### src/design/dcd_pkg.sv
// package: register map, field layout and bus carriers of the dual channel dma
package dcd_pkg;

    // ************************************************************
    // register offsets (byte addresses)
    // ************************************************************
    localparam logic [15:0] ADDR_VID_START = 16'h8580;
    localparam logic [15:0] ADDR_VID_LEN   = 16'h8584;
    localparam logic [15:0] ADDR_VID_GO    = 16'h8588;
    localparam logic [15:0] ADDR_CMD_BASE  = 16'h8590;
    localparam logic [15:0] ADDR_CMD_WPTR  = 16'h8594;
    localparam logic [15:0] ADDR_CMD_RPTR  = 16'h8598;
    localparam logic [15:0] ADDR_CMD_GO    = 16'h859c;

    // ************************************************************
    // field positions
    // ************************************************************
    localparam int DIR_BIT    = 1;
    localparam int RUN_BIT    = 0;
    localparam int BSIZE_BIT  = 1;
    localparam int WPU_BIT    = 16;
    localparam int LEN_MSB    = 23;
    localparam int PTR_MSB    = 15;
    localparam int PTR_LSB    = 2;
    localparam int BASE_LSB   = 12;

    // ************************************************************
    // reset values
    // ************************************************************
    localparam logic [31:0] RST_WORD = 32'h0000_0000;
    localparam logic [13:0] RST_PTR  = 14'h0000;
    localparam logic [21:0] RST_CNT  = 22'h00_0000;

    // ************************************************************
    // carriers
    // ************************************************************
    typedef struct packed {
        logic        cyc;
        logic        stb;
        logic        we;
        logic [3:0]  sel;
        logic [15:0] adr;
        logic [31:0] dat;
    } dcd_wb_req_s;

    // one master read or write request towards system memory
    typedef struct packed {
        logic        valid;
        logic        we;
        logic [31:0] adr;
        logic [31:0] dat;
    } dcd_mem_req_s;

endpackage

### src/design/dcd_wb_slave.sv
// classic wishbone slave front end with one-cycle registered ack
`timescale 1ns/1ns
module dcd_wb_slave import dcd_pkg::*; (
    // clock and reset
    input  wire logic        clk_i,
    input  wire logic        rst_i,
    // wishbone request
    input  wire dcd_wb_req_s wb_i,
    // decoded access, one-cycle pulses
    output logic             wr_o,
    output logic             rd_o,
    output logic             ack_o
);
    logic ack_q;
    logic ack_d;

    always_comb begin
        ack_d = wb_i.cyc && wb_i.stb && !ack_q;
    end

    always_ff @(posedge clk_i) begin
        if (rst_i) begin
            ack_q <= 1'b0;
        end else begin
            ack_q <= ack_d;
        end
    end

    // a write takes effect on the edge where ack is seen high; read data is captured one edge earlier
    assign wr_o  = ack_q && wb_i.cyc && wb_i.stb && wb_i.we;
    assign rd_o  = ack_d && !wb_i.we;
    assign ack_o = ack_q;
endmodule // dcd_wb_slave

### src/design/dcd_dma_top.sv
// top: video/graphics dma channel and command dma channel behind wishbone
//
// Contract
// direction bit 1 of start register: 0 memory to output fifo, 1 video to memory.
// video system address comes from start register bits 31-2, doubleword aligned.
// output fifo data routes to decoder or video memory, optional decimation.
// video channel moves length bits 23-2 plus one doublewords.
// writing video enable bit 0 starts, writing zero stops the transfer.
// device clears video enable when the transfer completes.
// buffer size bit: 0 selects 4 KB, 1 selects 64 KB ring.
// command buffer base is held in base register bits 31-12.
// software keeps base bits 15-12 zero for the 64 KB ring.
// write pointer bits 15-2 give the fill limit offset.
// software sets bit 16 on each write pointer update.
// read pointer bits 15-2 hold the next doubleword to fetch.
// 4 KB fetch address is base 31-12, pointer 11-2, two zeros.
// 64 KB fetch address is base 31-16, pointer 15-2, two zeros.
// device advances read pointer after software initialises it.
// command enable bit 0 allows fetching when set.
// software writes zeros to reserved bits; reads of them are zero.
// fetched command data goes to the rendering engine.
// both channels run independently of each other.
// fetch only while pointers differ; wrap pointer at ring end.
// stall output fifo writes while full, losing and repeating nothing.
`timescale 1ns/1ns
module dcd_dma_top import dcd_pkg::*; (
    // clock and reset
    input  wire logic         clk_i,
    input  wire logic         rst_i,
    // wishbone slave
    input  wire logic         wb_cyc_i,
    input  wire logic         wb_stb_i,
    input  wire logic         wb_we_i,
    input  wire logic [3:0]   wb_sel_i,
    input  wire logic [15:0]  wb_adr_i,
    input  wire logic [31:0]  wb_dat_i,
    output logic      [31:0]  wb_dat_o,
    output logic              wb_ack_o,
    // video channel system memory master
    output dcd_mem_req_s      vmem_req_o,
    input  wire logic         vmem_ack_i,
    input  wire logic [31:0]  vmem_dat_i,
    // video memory read source (video to system direction)
    output logic              vram_rd_o,
    input  wire logic         vram_valid_i,
    input  wire logic [31:0]  vram_dat_i,
    // local peripheral bus output fifo
    output logic              lpb_valid_o,
    output logic      [31:0]  lpb_dat_o,
    input  wire logic         lpb_full_i,
    // command channel system memory master
    output dcd_mem_req_s      cmem_req_o,
    input  wire logic         cmem_ack_i,
    input  wire logic [31:0]  cmem_dat_i,
    // rendering engine command stream
    output logic              eng_valid_o,
    output logic      [31:0]  eng_dat_o,
    input  wire logic         eng_ready_i
);
    // ************************************************************
    // bus slave
    // ************************************************************
    dcd_wb_req_s wb_req;
    logic        reg_wr;
    logic        reg_rd;
    logic        ack_w;
    assign wb_req = '{cyc: wb_cyc_i, stb: wb_stb_i, we: wb_we_i, sel: wb_sel_i,
                      adr: wb_adr_i, dat: wb_dat_i};
    dcd_wb_slave u_slave (
        .clk_i (clk_i),
        .rst_i (rst_i),
        .wb_i  (wb_req),
        .wr_o  (reg_wr),
        .rd_o  (reg_rd),
        .ack_o (ack_w)
    );
    function automatic logic [31:0] merge(input logic [31:0] old, input logic [31:0] nw,
                                          input logic [3:0] sel);
        logic [31:0] r;
        r = old;
        for (int i = 0; i < 4; i++) begin
            if (sel[i]) r[i*8 +: 8] = nw[i*8 +: 8];
        end
        return r;
    endfunction
    function automatic logic hit(input logic [15:0] a);
        return reg_wr && (wb_adr_i == a);
    endfunction
    // ************************************************************
    // registers and channel state
    // ************************************************************
    typedef enum { V_IDLE, V_SYS_RD, V_FIFO_WR, V_VRAM_RD, V_SYS_WR } dcd_vst_e;
    typedef enum { C_IDLE, C_FETCH, C_DELIVER } dcd_cst_e;
    logic [31:0] vstart_q, vstart_d;
    logic [31:0] vlen_q, vlen_d;
    logic        vrun_q, vrun_d;
    logic [31:0] cbase_q, cbase_d;
    logic [13:0] wptr_q, wptr_d;
    logic        wpu_q, wpu_d;
    logic [13:0] rptr_q, rptr_d;
    logic        crun_q, crun_d;
    dcd_vst_e    vst_q, vst_d;
    dcd_cst_e    cst_q, cst_d;
    logic [29:0] vaddr_q, vaddr_d;
    logic [21:0] vcnt_q, vcnt_d;
    logic [31:0] vdat_q, vdat_d;
    logic [31:0] cdat_q, cdat_d;
    logic [31:0] rdat_q, rdat_d;
    dcd_mem_req_s vreq_q, vreq_d;
    dcd_mem_req_s creq_q, creq_d;
    logic        vram_rd_q, vram_rd_d;
    logic        lpbv_q, lpbv_d;
    logic        engv_q, engv_d;
    // ring offset mask: 4 KB keeps pointer bits 11-2, 64 KB bits 15-2
    function automatic logic [13:0] ring_mask(input logic big);
        return big ? 14'h3fff : 14'h03ff;
    endfunction
    function automatic logic [31:0] fetch_addr(input logic [31:0] base, input logic [13:0] rp,
                                               input logic big);
        if (big) return {base[31:16], rp[13:0], 2'b00};
        else     return {base[31:BASE_LSB], rp[9:0], 2'b00};
    endfunction
    logic        big;
    logic [13:0] mask;
    assign big  = cbase_q[BSIZE_BIT];
    assign mask = ring_mask(big);
    // ************************************************************
    // register writes and video channel
    // ************************************************************
    always_comb begin
        vstart_d  = vstart_q;
        vlen_d    = vlen_q;
        vrun_d    = vrun_q;
        vst_d     = vst_q;
        vaddr_d   = vaddr_q;
        vcnt_d    = vcnt_q;
        vdat_d    = vdat_q;
        vreq_d    = vreq_q;
        vram_rd_d = 1'b0;
        lpbv_d    = lpbv_q;
        if (hit(ADDR_VID_START)) vstart_d = merge(vstart_q, wb_dat_i, wb_sel_i) & 32'hffff_fffe;
        if (hit(ADDR_VID_LEN))   vlen_d   = merge(vlen_q, wb_dat_i, wb_sel_i) & 32'h00ff_fffc;
        case (vst_q)
            V_IDLE: begin
                if (vrun_q) begin
                    vaddr_d = vstart_q[31:PTR_LSB];
                    vcnt_d  = vlen_q[LEN_MSB:PTR_LSB];
                    vst_d   = vstart_q[DIR_BIT] ? V_VRAM_RD : V_SYS_RD;
                end
            end
            V_SYS_RD: begin
                vreq_d = '{valid: 1'b1, we: 1'b0, adr: {vaddr_q, 2'b00}, dat: RST_WORD};
                if (vreq_q.valid && vmem_ack_i) begin
                    vreq_d = '0;
                    vdat_d = vmem_dat_i;
                    vst_d  = V_FIFO_WR;
                end
            end
            V_FIFO_WR: begin
                // fifo data then goes on to the decoder or video memory
                lpbv_d = 1'b0;
                if (!lpbv_q && !lpb_full_i) begin
                    lpbv_d = 1'b1;
                end else if (lpbv_q) begin
                    vst_d = V_IDLE;
                end
            end
            V_VRAM_RD: begin
                if (vram_valid_i) begin
                    vdat_d = vram_dat_i;
                    vst_d  = V_SYS_WR;
                end
            end
            V_SYS_WR: begin
                vreq_d = '{valid: 1'b1, we: 1'b1, adr: {vaddr_q, 2'b00}, dat: vdat_q};
                if (vreq_q.valid && vmem_ack_i) begin
                    vreq_d = '0;
                    vst_d  = V_IDLE;
                end
            end
            default: vst_d = V_IDLE;
        endcase
        // one doubleword done: count down or finish
        if ((vst_q == V_FIFO_WR && lpbv_q) ||
            (vst_q == V_SYS_WR && vreq_q.valid && vmem_ack_i)) begin
            vaddr_d = vaddr_q + 30'd1;
            if (vcnt_q == RST_CNT) begin
                vrun_d = 1'b0;
                vst_d  = V_IDLE;
            end else begin
                vcnt_d = vcnt_q - 22'd1;
                vst_d  = vstart_q[DIR_BIT] ? V_VRAM_RD : V_SYS_RD;
            end
        end
        if (hit(ADDR_VID_GO) && wb_sel_i[0]) begin
            vrun_d = wb_dat_i[RUN_BIT];
            if (!wb_dat_i[RUN_BIT]) begin
                vst_d  = V_IDLE;
                vreq_d = '0;
                lpbv_d = 1'b0;
            end
        end
        // one read pulse per doubleword, on entry to the wait state
        vram_rd_d = (vst_d == V_VRAM_RD) && (vst_q != V_VRAM_RD);
    end
    always_ff @(posedge clk_i) begin
        if (rst_i) begin
            vstart_q  <= RST_WORD;
            vlen_q    <= RST_WORD;
            vrun_q    <= 1'b0;
            vst_q     <= V_IDLE;
            vaddr_q   <= '0;
            vcnt_q    <= RST_CNT;
            vdat_q    <= RST_WORD;
            vreq_q    <= '0;
            vram_rd_q <= 1'b0;
            lpbv_q    <= 1'b0;
        end else begin
            vstart_q  <= vstart_d;
            vlen_q    <= vlen_d;
            vrun_q    <= vrun_d;
            vst_q     <= vst_d;
            vaddr_q   <= vaddr_d;
            vcnt_q    <= vcnt_d;
            vdat_q    <= vdat_d;
            vreq_q    <= vreq_d;
            vram_rd_q <= vram_rd_d;
            lpbv_q    <= lpbv_d;
        end
    end
    // ************************************************************
    // command channel, independent of the video channel
    // ************************************************************
    always_comb begin
        cbase_d = cbase_q;
        wptr_d  = wptr_q;
        wpu_d   = wpu_q;
        rptr_d  = rptr_q;
        crun_d  = crun_q;
        cst_d   = cst_q;
        cdat_d  = cdat_q;
        creq_d  = creq_q;
        engv_d  = engv_q;
        if (hit(ADDR_CMD_BASE)) cbase_d = merge(cbase_q, wb_dat_i, wb_sel_i) & 32'hffff_f002;
        if (hit(ADDR_CMD_WPTR)) begin
            wptr_d = wb_dat_i[PTR_MSB:PTR_LSB];
            wpu_d  = wb_dat_i[WPU_BIT];
        end
        if (hit(ADDR_CMD_GO) && wb_sel_i[0]) crun_d = wb_dat_i[RUN_BIT];
        case (cst_q)
            C_IDLE: begin
                if (crun_q && ((rptr_q & mask) != (wptr_q & mask))) begin
                    cst_d = C_FETCH;
                end
            end
            C_FETCH: begin
                creq_d = '{valid: 1'b1, we: 1'b0, adr: fetch_addr(cbase_q, rptr_q, big),
                           dat: RST_WORD};
                if (creq_q.valid && cmem_ack_i) begin
                    creq_d = '0;
                    cdat_d = cmem_dat_i;
                    engv_d = 1'b1;
                    rptr_d = (rptr_q + 14'd1) & mask;
                    cst_d  = C_DELIVER;
                end
            end
            C_DELIVER: begin
                if (engv_q && eng_ready_i) begin
                    engv_d = 1'b0;
                    cst_d  = C_IDLE;
                end
            end
            default: cst_d = C_IDLE;
        endcase
        // software may reload the read pointer; the device overrides only on fetch
        if (hit(ADDR_CMD_RPTR) && !(cst_q == C_FETCH && creq_q.valid && cmem_ack_i)) begin
            rptr_d = wb_dat_i[PTR_MSB:PTR_LSB];
        end
    end
    always_ff @(posedge clk_i) begin
        if (rst_i) begin
            cbase_q <= RST_WORD;
            wptr_q  <= RST_PTR;
            wpu_q   <= 1'b0;
            rptr_q  <= RST_PTR;
            crun_q  <= 1'b0;
            cst_q   <= C_IDLE;
            cdat_q  <= RST_WORD;
            creq_q  <= '0;
            engv_q  <= 1'b0;
        end else begin
            cbase_q <= cbase_d;
            wptr_q  <= wptr_d;
            wpu_q   <= wpu_d;
            rptr_q  <= rptr_d;
            crun_q  <= crun_d;
            cst_q   <= cst_d;
            cdat_q  <= cdat_d;
            creq_q  <= creq_d;
            engv_q  <= engv_d;
        end
    end
    // ************************************************************
    // read back, reserved bits read as zero
    // ************************************************************
    always_comb begin
        rdat_d = rdat_q;
        if (reg_rd) begin
            case (wb_adr_i)
                ADDR_VID_START: rdat_d = vstart_q;
                ADDR_VID_LEN:   rdat_d = vlen_q;
                ADDR_VID_GO:    rdat_d = {31'd0, vrun_q};
                ADDR_CMD_BASE:  rdat_d = cbase_q;
                ADDR_CMD_WPTR:  rdat_d = {15'd0, wpu_q, wptr_q, 2'b00};
                ADDR_CMD_RPTR:  rdat_d = {16'd0, rptr_q, 2'b00};
                ADDR_CMD_GO:    rdat_d = {31'd0, crun_q};
                default:        rdat_d = RST_WORD;
            endcase
        end
    end
    always_ff @(posedge clk_i) begin
        if (rst_i) begin
            rdat_q <= RST_WORD;
        end else begin
            rdat_q <= rdat_d;
        end
    end
    assign wb_dat_o    = rdat_q;
    assign wb_ack_o    = ack_w;
    assign vmem_req_o  = vreq_q;
    assign vram_rd_o   = vram_rd_q;
    assign lpb_valid_o = lpbv_q;
    assign lpb_dat_o   = vdat_q;
    assign cmem_req_o  = creq_q;
    assign eng_valid_o = engv_q;
    assign eng_dat_o   = cdat_q;
endmodule // dcd_dma_top

### config.mk
export PLATFORM = sky130hd
export DESIGN_NAME = dcd_dma_top
export DESIGN_NICKNAME = d
export VERILOG_FILES = /design/src/design/dcd_pkg.sv /design/src/design/dcd_wb_slave.sv /design/src/design/dcd_dma_top.sv
export SDC_FILE = /design/constraint.sdc
export NUM_CORES = 1
export LEC_CHECK = 0
export BUFFER_PORTS_ARGS = -buffer_cell sky130_fd_sc_hd__buf_2
export CAP_MARGIN = 30
export CORE_UTILIZATION = 48
export DETAILED_ROUTE_END_ITERATION = 16
export PLACE_DENSITY = 0.85
export RECOVER_POWER = 25
export SLEW_MARGIN = 15
export SYNTH_ARGS = -nofsm -noshare
export SYNTH_HDL_FRONTEND = slang
export SYNTH_HIERARCHICAL = 1
export SYNTH_SLANG_ARGS = --single-unit
### constraint.sdc
create_clock -name clk_i -period 2.3 [get_ports clk_i]
set_input_delay 0.46 -clock clk_i [delete_from_list [all_inputs] [get_ports clk_i]]
set_output_delay 0.46 -clock clk_i [all_outputs]
set_load 0.005 [all_outputs]
==> reports/metrics.sh <==
RESULT_OF_THE_RUN='complete, but fails checks'
VIOLATIONS='capacitance limit, slew limit, setup timing'
FLOORPLAN.DIE.WIDTH_UM=185
POWER.INTERNAL_mW=11.0
MOSTFREQUENTLAYOUTCELL='dfxtp_1'
WORST_SKEW_PAIR.LATE_LATENCY_PS=530
PLACE_AREA_SQ_MM=0.0188
TIMING.CRITICAL_PATH.CELLS='nor4_2 > nand2_1 > buf_4 > nor4_4 > buf_4 > and3_4 > clkbuf_16 > mux2i_1 > a211oi_1'
CORE-AREA_SQ_MM=0.0327
POST-SYNTH-TOP-AREA-FRACTION=0.485
GRT_START_MAX_NET_PINS=73
UNREPAIRED_SETUP_ENDPOINTS_AFTER_GLOBAL_ROUTING='yes'
GROUTE.USAGE.OVERALL=0.287
HOLDCRITPATHCLASS='in2reg'
CAP_VIOL_MAX_COUNT=1
ROWS=66
CELLPOWERDENSITY_mW_PER_MM2=676
VDD_IR_DROP_MAX_V=0.000533
SYNTH-EDFF-COUNT=0
NUMBER_OF_ANTENNA_VIOLATIONS_AT_THE_FIRST_CHECK_IN_GLOBAL_ROUTING=2
SYNTH-MAIN-FF-CELL='dfxtp_1'
SWITCHING_SHARE=0.215
NETSWITCHINGPOWER_mW=3.01
FIRST_PASS_ITERATION_COUNT_OF_THE_DETAILED_ROUTER=6
SYNTH.LARGEST_AREA_CELL='dfxtp_1'
SYNTH.FF_LATCH_COUNT=388
P_SEQ_FRAC=0.482
TRITONCTS='yes'
DPL_WORST_SLACK_PS=-123
FIRST_GLOBAL_VIAS=15300
POWER_LEAKAGE_nW=7.99
YOSYS-TOP-CELLS-AREA='dfxtp_1 48%, nand2_1 8.6%, a21oi_1 6.3%'
REG2REG_SLACK_PS=-70
POST-LAYOUT-TOTAL-POWER_mW=14.0
CTS_MADE_BUFFERS=40
SETUP_WS_PS=-73.2
REMAINING_DRCS=0
LAYOUT.CORE_UTILIZATION=0.635
CRITICAL_PATH_REQUIRED_PS=2670
CONGESTION_OVERFLOW_GR=0
FINAL-HOLD-VIOLATION-COUNT=0
NUMBER_OF_BUFFER_CELLS_ADDED_ON_PRIMARY_PORTS=354
CLK_PIN_SLEW_WORST_PATHS_PS=60
HOLD_END='eng_dat_o[27]$_SDFFE_PP0P_'
TIMING_WORST_SETUP_PATH_TYPE='reg2reg'
MIN_FROM='cmem_dat_i[27]'
CLOCK_SINKS=388
POST_ROUTE_CELLS_DRIVE_ABOVE_1_SHARE=0.228
FIN_SKEW_PS=23.2
POST-ROUTE-CELL-AREA_SQ_MM=0.0208
NETS=2521
FLOORPLAN.DIE_AREA_SQ_MM=0.0341
GRT_PASS1_WL_MM=79.2
CLOCK_GROUP_SHARE_OF_TOTAL_POWER=0.480
NETLIST_AREA_SQ_MM=0.0160
MIN_PERIOD_OVER_PERIOD=1.03
VIAS_PER_CELL=5.95
WORST_PATH_LARGEST_CELL_DELAY_PS=330
POSTSYNTHCELLCOUNT=1924
HOLD_DEPTH=3
CLOCK_TREE.BUFFER_DEPTH=3
SYNTHARSTFLOPSHARE=0
SYNTH.AVG_CELL_AREA_SQ_UM=8.33
REG2REG_FROM='vst_q[8]$_SDFF_PP0_'
HOLDBUFCOUNTCTS=0
NUM_VIAS=16900
CRIT_END_CATEGORY='flop'
SETUP_VIOL=1
WL_CELL_UM=19.1
PLACE_HPWL_MM=36.8
MOST-COMMON-LAYOUT-CELLS='386 x dfxtp_1, 365 x nand2_1, 271 x buf_2, 199 x a21oi_1, 178 x nor2_1'
STARTING_DENSITY_OF_THE_CORE=0.490
REPORT.FINAL.SLEW_VIOL_COUNT=37
GPL.FINAL_WEIGHTED_CONGESTION=0.959
TIMING.CRITICAL_PATH.FANOUT_MAX=7
CTS_ROOT_BUF='clkbuf_16'
IOPINCOUNT=390
REGTOREGENDPOINT='lpb_dat_o[31]$_SDFFE_PP0P_'
SYNTHTOLAYOUTAREAGROWTH_PCT=29.7
CLOCK_TREE.HTREE_LEVEL_COUNT=2
MIN_PERIOD_PS=2370
YS_SEQ_AREA_FRAC=0.485
YOSYSWARNINGS=6
ITERATION_0_DRC_COUNT_OF_THE_DETAILED_ROUTER=1806
CHIPHEIGHT_UM=185
MAX_SLEW.WORST_PIN.SLEW_PS=1550
SETUP.WORST_PATH.START_CLASS='flop'
WIRELENGTH_MM=54.0
CRIT_PATH_FREQUENT_CELL='buf_4'
SHARE_COMB_OF_TOTAL_POWER=0.038
CP_SLOWEST_CELL='and3_4'
MAX_FREQ_MHz=421
SLEW_HEADROOM=-0.0347
ANT_NETS=0
SYNTH_CELL_TYPE_COUNT=68
REG2REGPATHDEPTH=9
WORST_EP_ARRIVAL_TIME_PS=2750
[per-layer routing]
layer  vias to the layer above  global-route usage  wire [um]
li1                       7655                   -          -
met3                       216              0.0488       4280
met1                      8066               0.371      21700
met4                         0               0.114       2460
met2                       918               0.475      25500
met5                         -                   0          0
[per-stage QoR]
| step | instances | hold WS [ps] | setup TNS [ps] |
|---|---|---|---|
| floorplan | 1987 | 432 | 0 |
| global placement | 2732 | 437 | -38.7 |
| detailed placement | 2732 | 441 | -1180 |
| CTS | 2811 | 159 | -18.8 |
| global route | 2833 | 155 | -1770 |
| finish | 2833 | 168 | -73.2 |
[worst max path at each step]
stage | start | endpoint | slack (ps) | depth (start not counted)
finish | vst_q[8]$_SDFF_PP0_ | lpb_dat_o[31]$_SDFFE_PP0P_ | -70 | 9
global route | vst_q[22]$_SDFF_PP0_ | lpb_dat_o[31]$_SDFFE_PP0P_ | -180 | 9
CTS | vst_q[8]$_SDFF_PP0_ | vaddr_q[22]$_SDFFE_PP0P_ | -20 | 7
detailed placement | vst_q[3]$_SDFF_PP0_ | vaddr_q[22]$_SDFFE_PP0P_ | -120 | 7
global placement | vst_q[6]$_SDFF_PP0_ | vaddr_q[14]$_SDFFE_PP0P_ | -20 | 7
floorplan | vst_q[8]$_SDFF_PP0_ | vaddr_q[22]$_SDFFE_PP0P_ | 80 | 7
[synth_stat cells (5+ instances only)]
library cell	instances
a221oi_1	17
buf_4	35
nand4_1	24
nand3b_1	5
nor2_1	183
a31oi_1	14
or4_1	5
a211oi_1	40
a22oi_1	88
or3_1	7
mux2_2	5
a222oi_1	10
inv_1	17
nor2b_1	6
xnor2_1	7
buf_1	5
a21oi_1	201
nor4b_1	5
o211ai_1	12
o31ai_1	7
a21o_1	7
o311ai_0	6
and3_1	16
buf_2	9
dfxtp_1	388
nand3_1	65
mux2i_1	47
clkbuf_1	112
a22o_1	15
o21ai_0	69
nor4_1	26
nor3_1	26
a32o_1	6
xor2_1	11
nand2_1	367
[critical path, delay by kind of cell (launching register included)]
kind                   cells  cell delay, ps
buffers and inverters      3             540
DFF                        1             310
muxes                      1             310
AOI/OAI and AO/OA          1             130
and+or+nand+nor            4             930
[kinds of logic (layout without fill, tap and decap cells)]
kind of cell / after synthesis / count (layout) / synth area share
other cells: 1 / 66 / 0.000234
buf+inv: 178 / 580 / 0.0506
compound gates: 518 / 518 / 0.207
xor+xnor: 18 / 18 / 0.00984
mux: 52 / 52 / 0.0329
flops: 388 / 388 / 0.485
simple gates: 765 / 765 / 0.212
fa+ha+maj: 4 / 4 / 0.00312
[final cells by class]
type,instances,area (sq um)
diodes,2,5.00
inverters,17,63.8
multi-input cells,1421,8000
repair buffers,491,3000
clock buffers,63,1250
clock inverters,9,139
well taps,442,553
flip-flops and latches,388,7770
fillers,2696,11900
[registers in the layout, summed over array words and instances, names as in the netlist, 21 cells and up]
| register | flops |
|---|---|
| cbase_q | 21 |
| vstart_q | 31 |
| vaddr_q | 30 |
| vmem_req_o | 66 |
| cmem_req_o | 31 |
| wb_dat_o | 32 |
| lpb_dat_o | 32 |
| vcnt_q | 22 |
| vlen_q | 22 |
| vst_q | 32 |
| eng_dat_o | 32 |
[power groups by stage]
stage | clock (mW) | combinational [mW] | sequential [mW]
after floorplan | 0 | 0.254 | 6.91
after global placement | 0 | 0.476 | 6.91
after detailed placement | 0 | 0.485 | 6.91
after CTS | 6.78 | 0.488 | 6.77
after global routing | 7.11 | 0.569 | 6.77
final | 6.74 | 0.532 | 6.77
[repair_timing]
item | CTS | global route
cloned | 1 | 10
setup endpoints to repair | 39 | 143
gates resized for setup | 6 | 76
setup buffers | 6 | 11
pin swaps | 6 | 28
No activity file was read; power rests on OpenSTA's default activity.
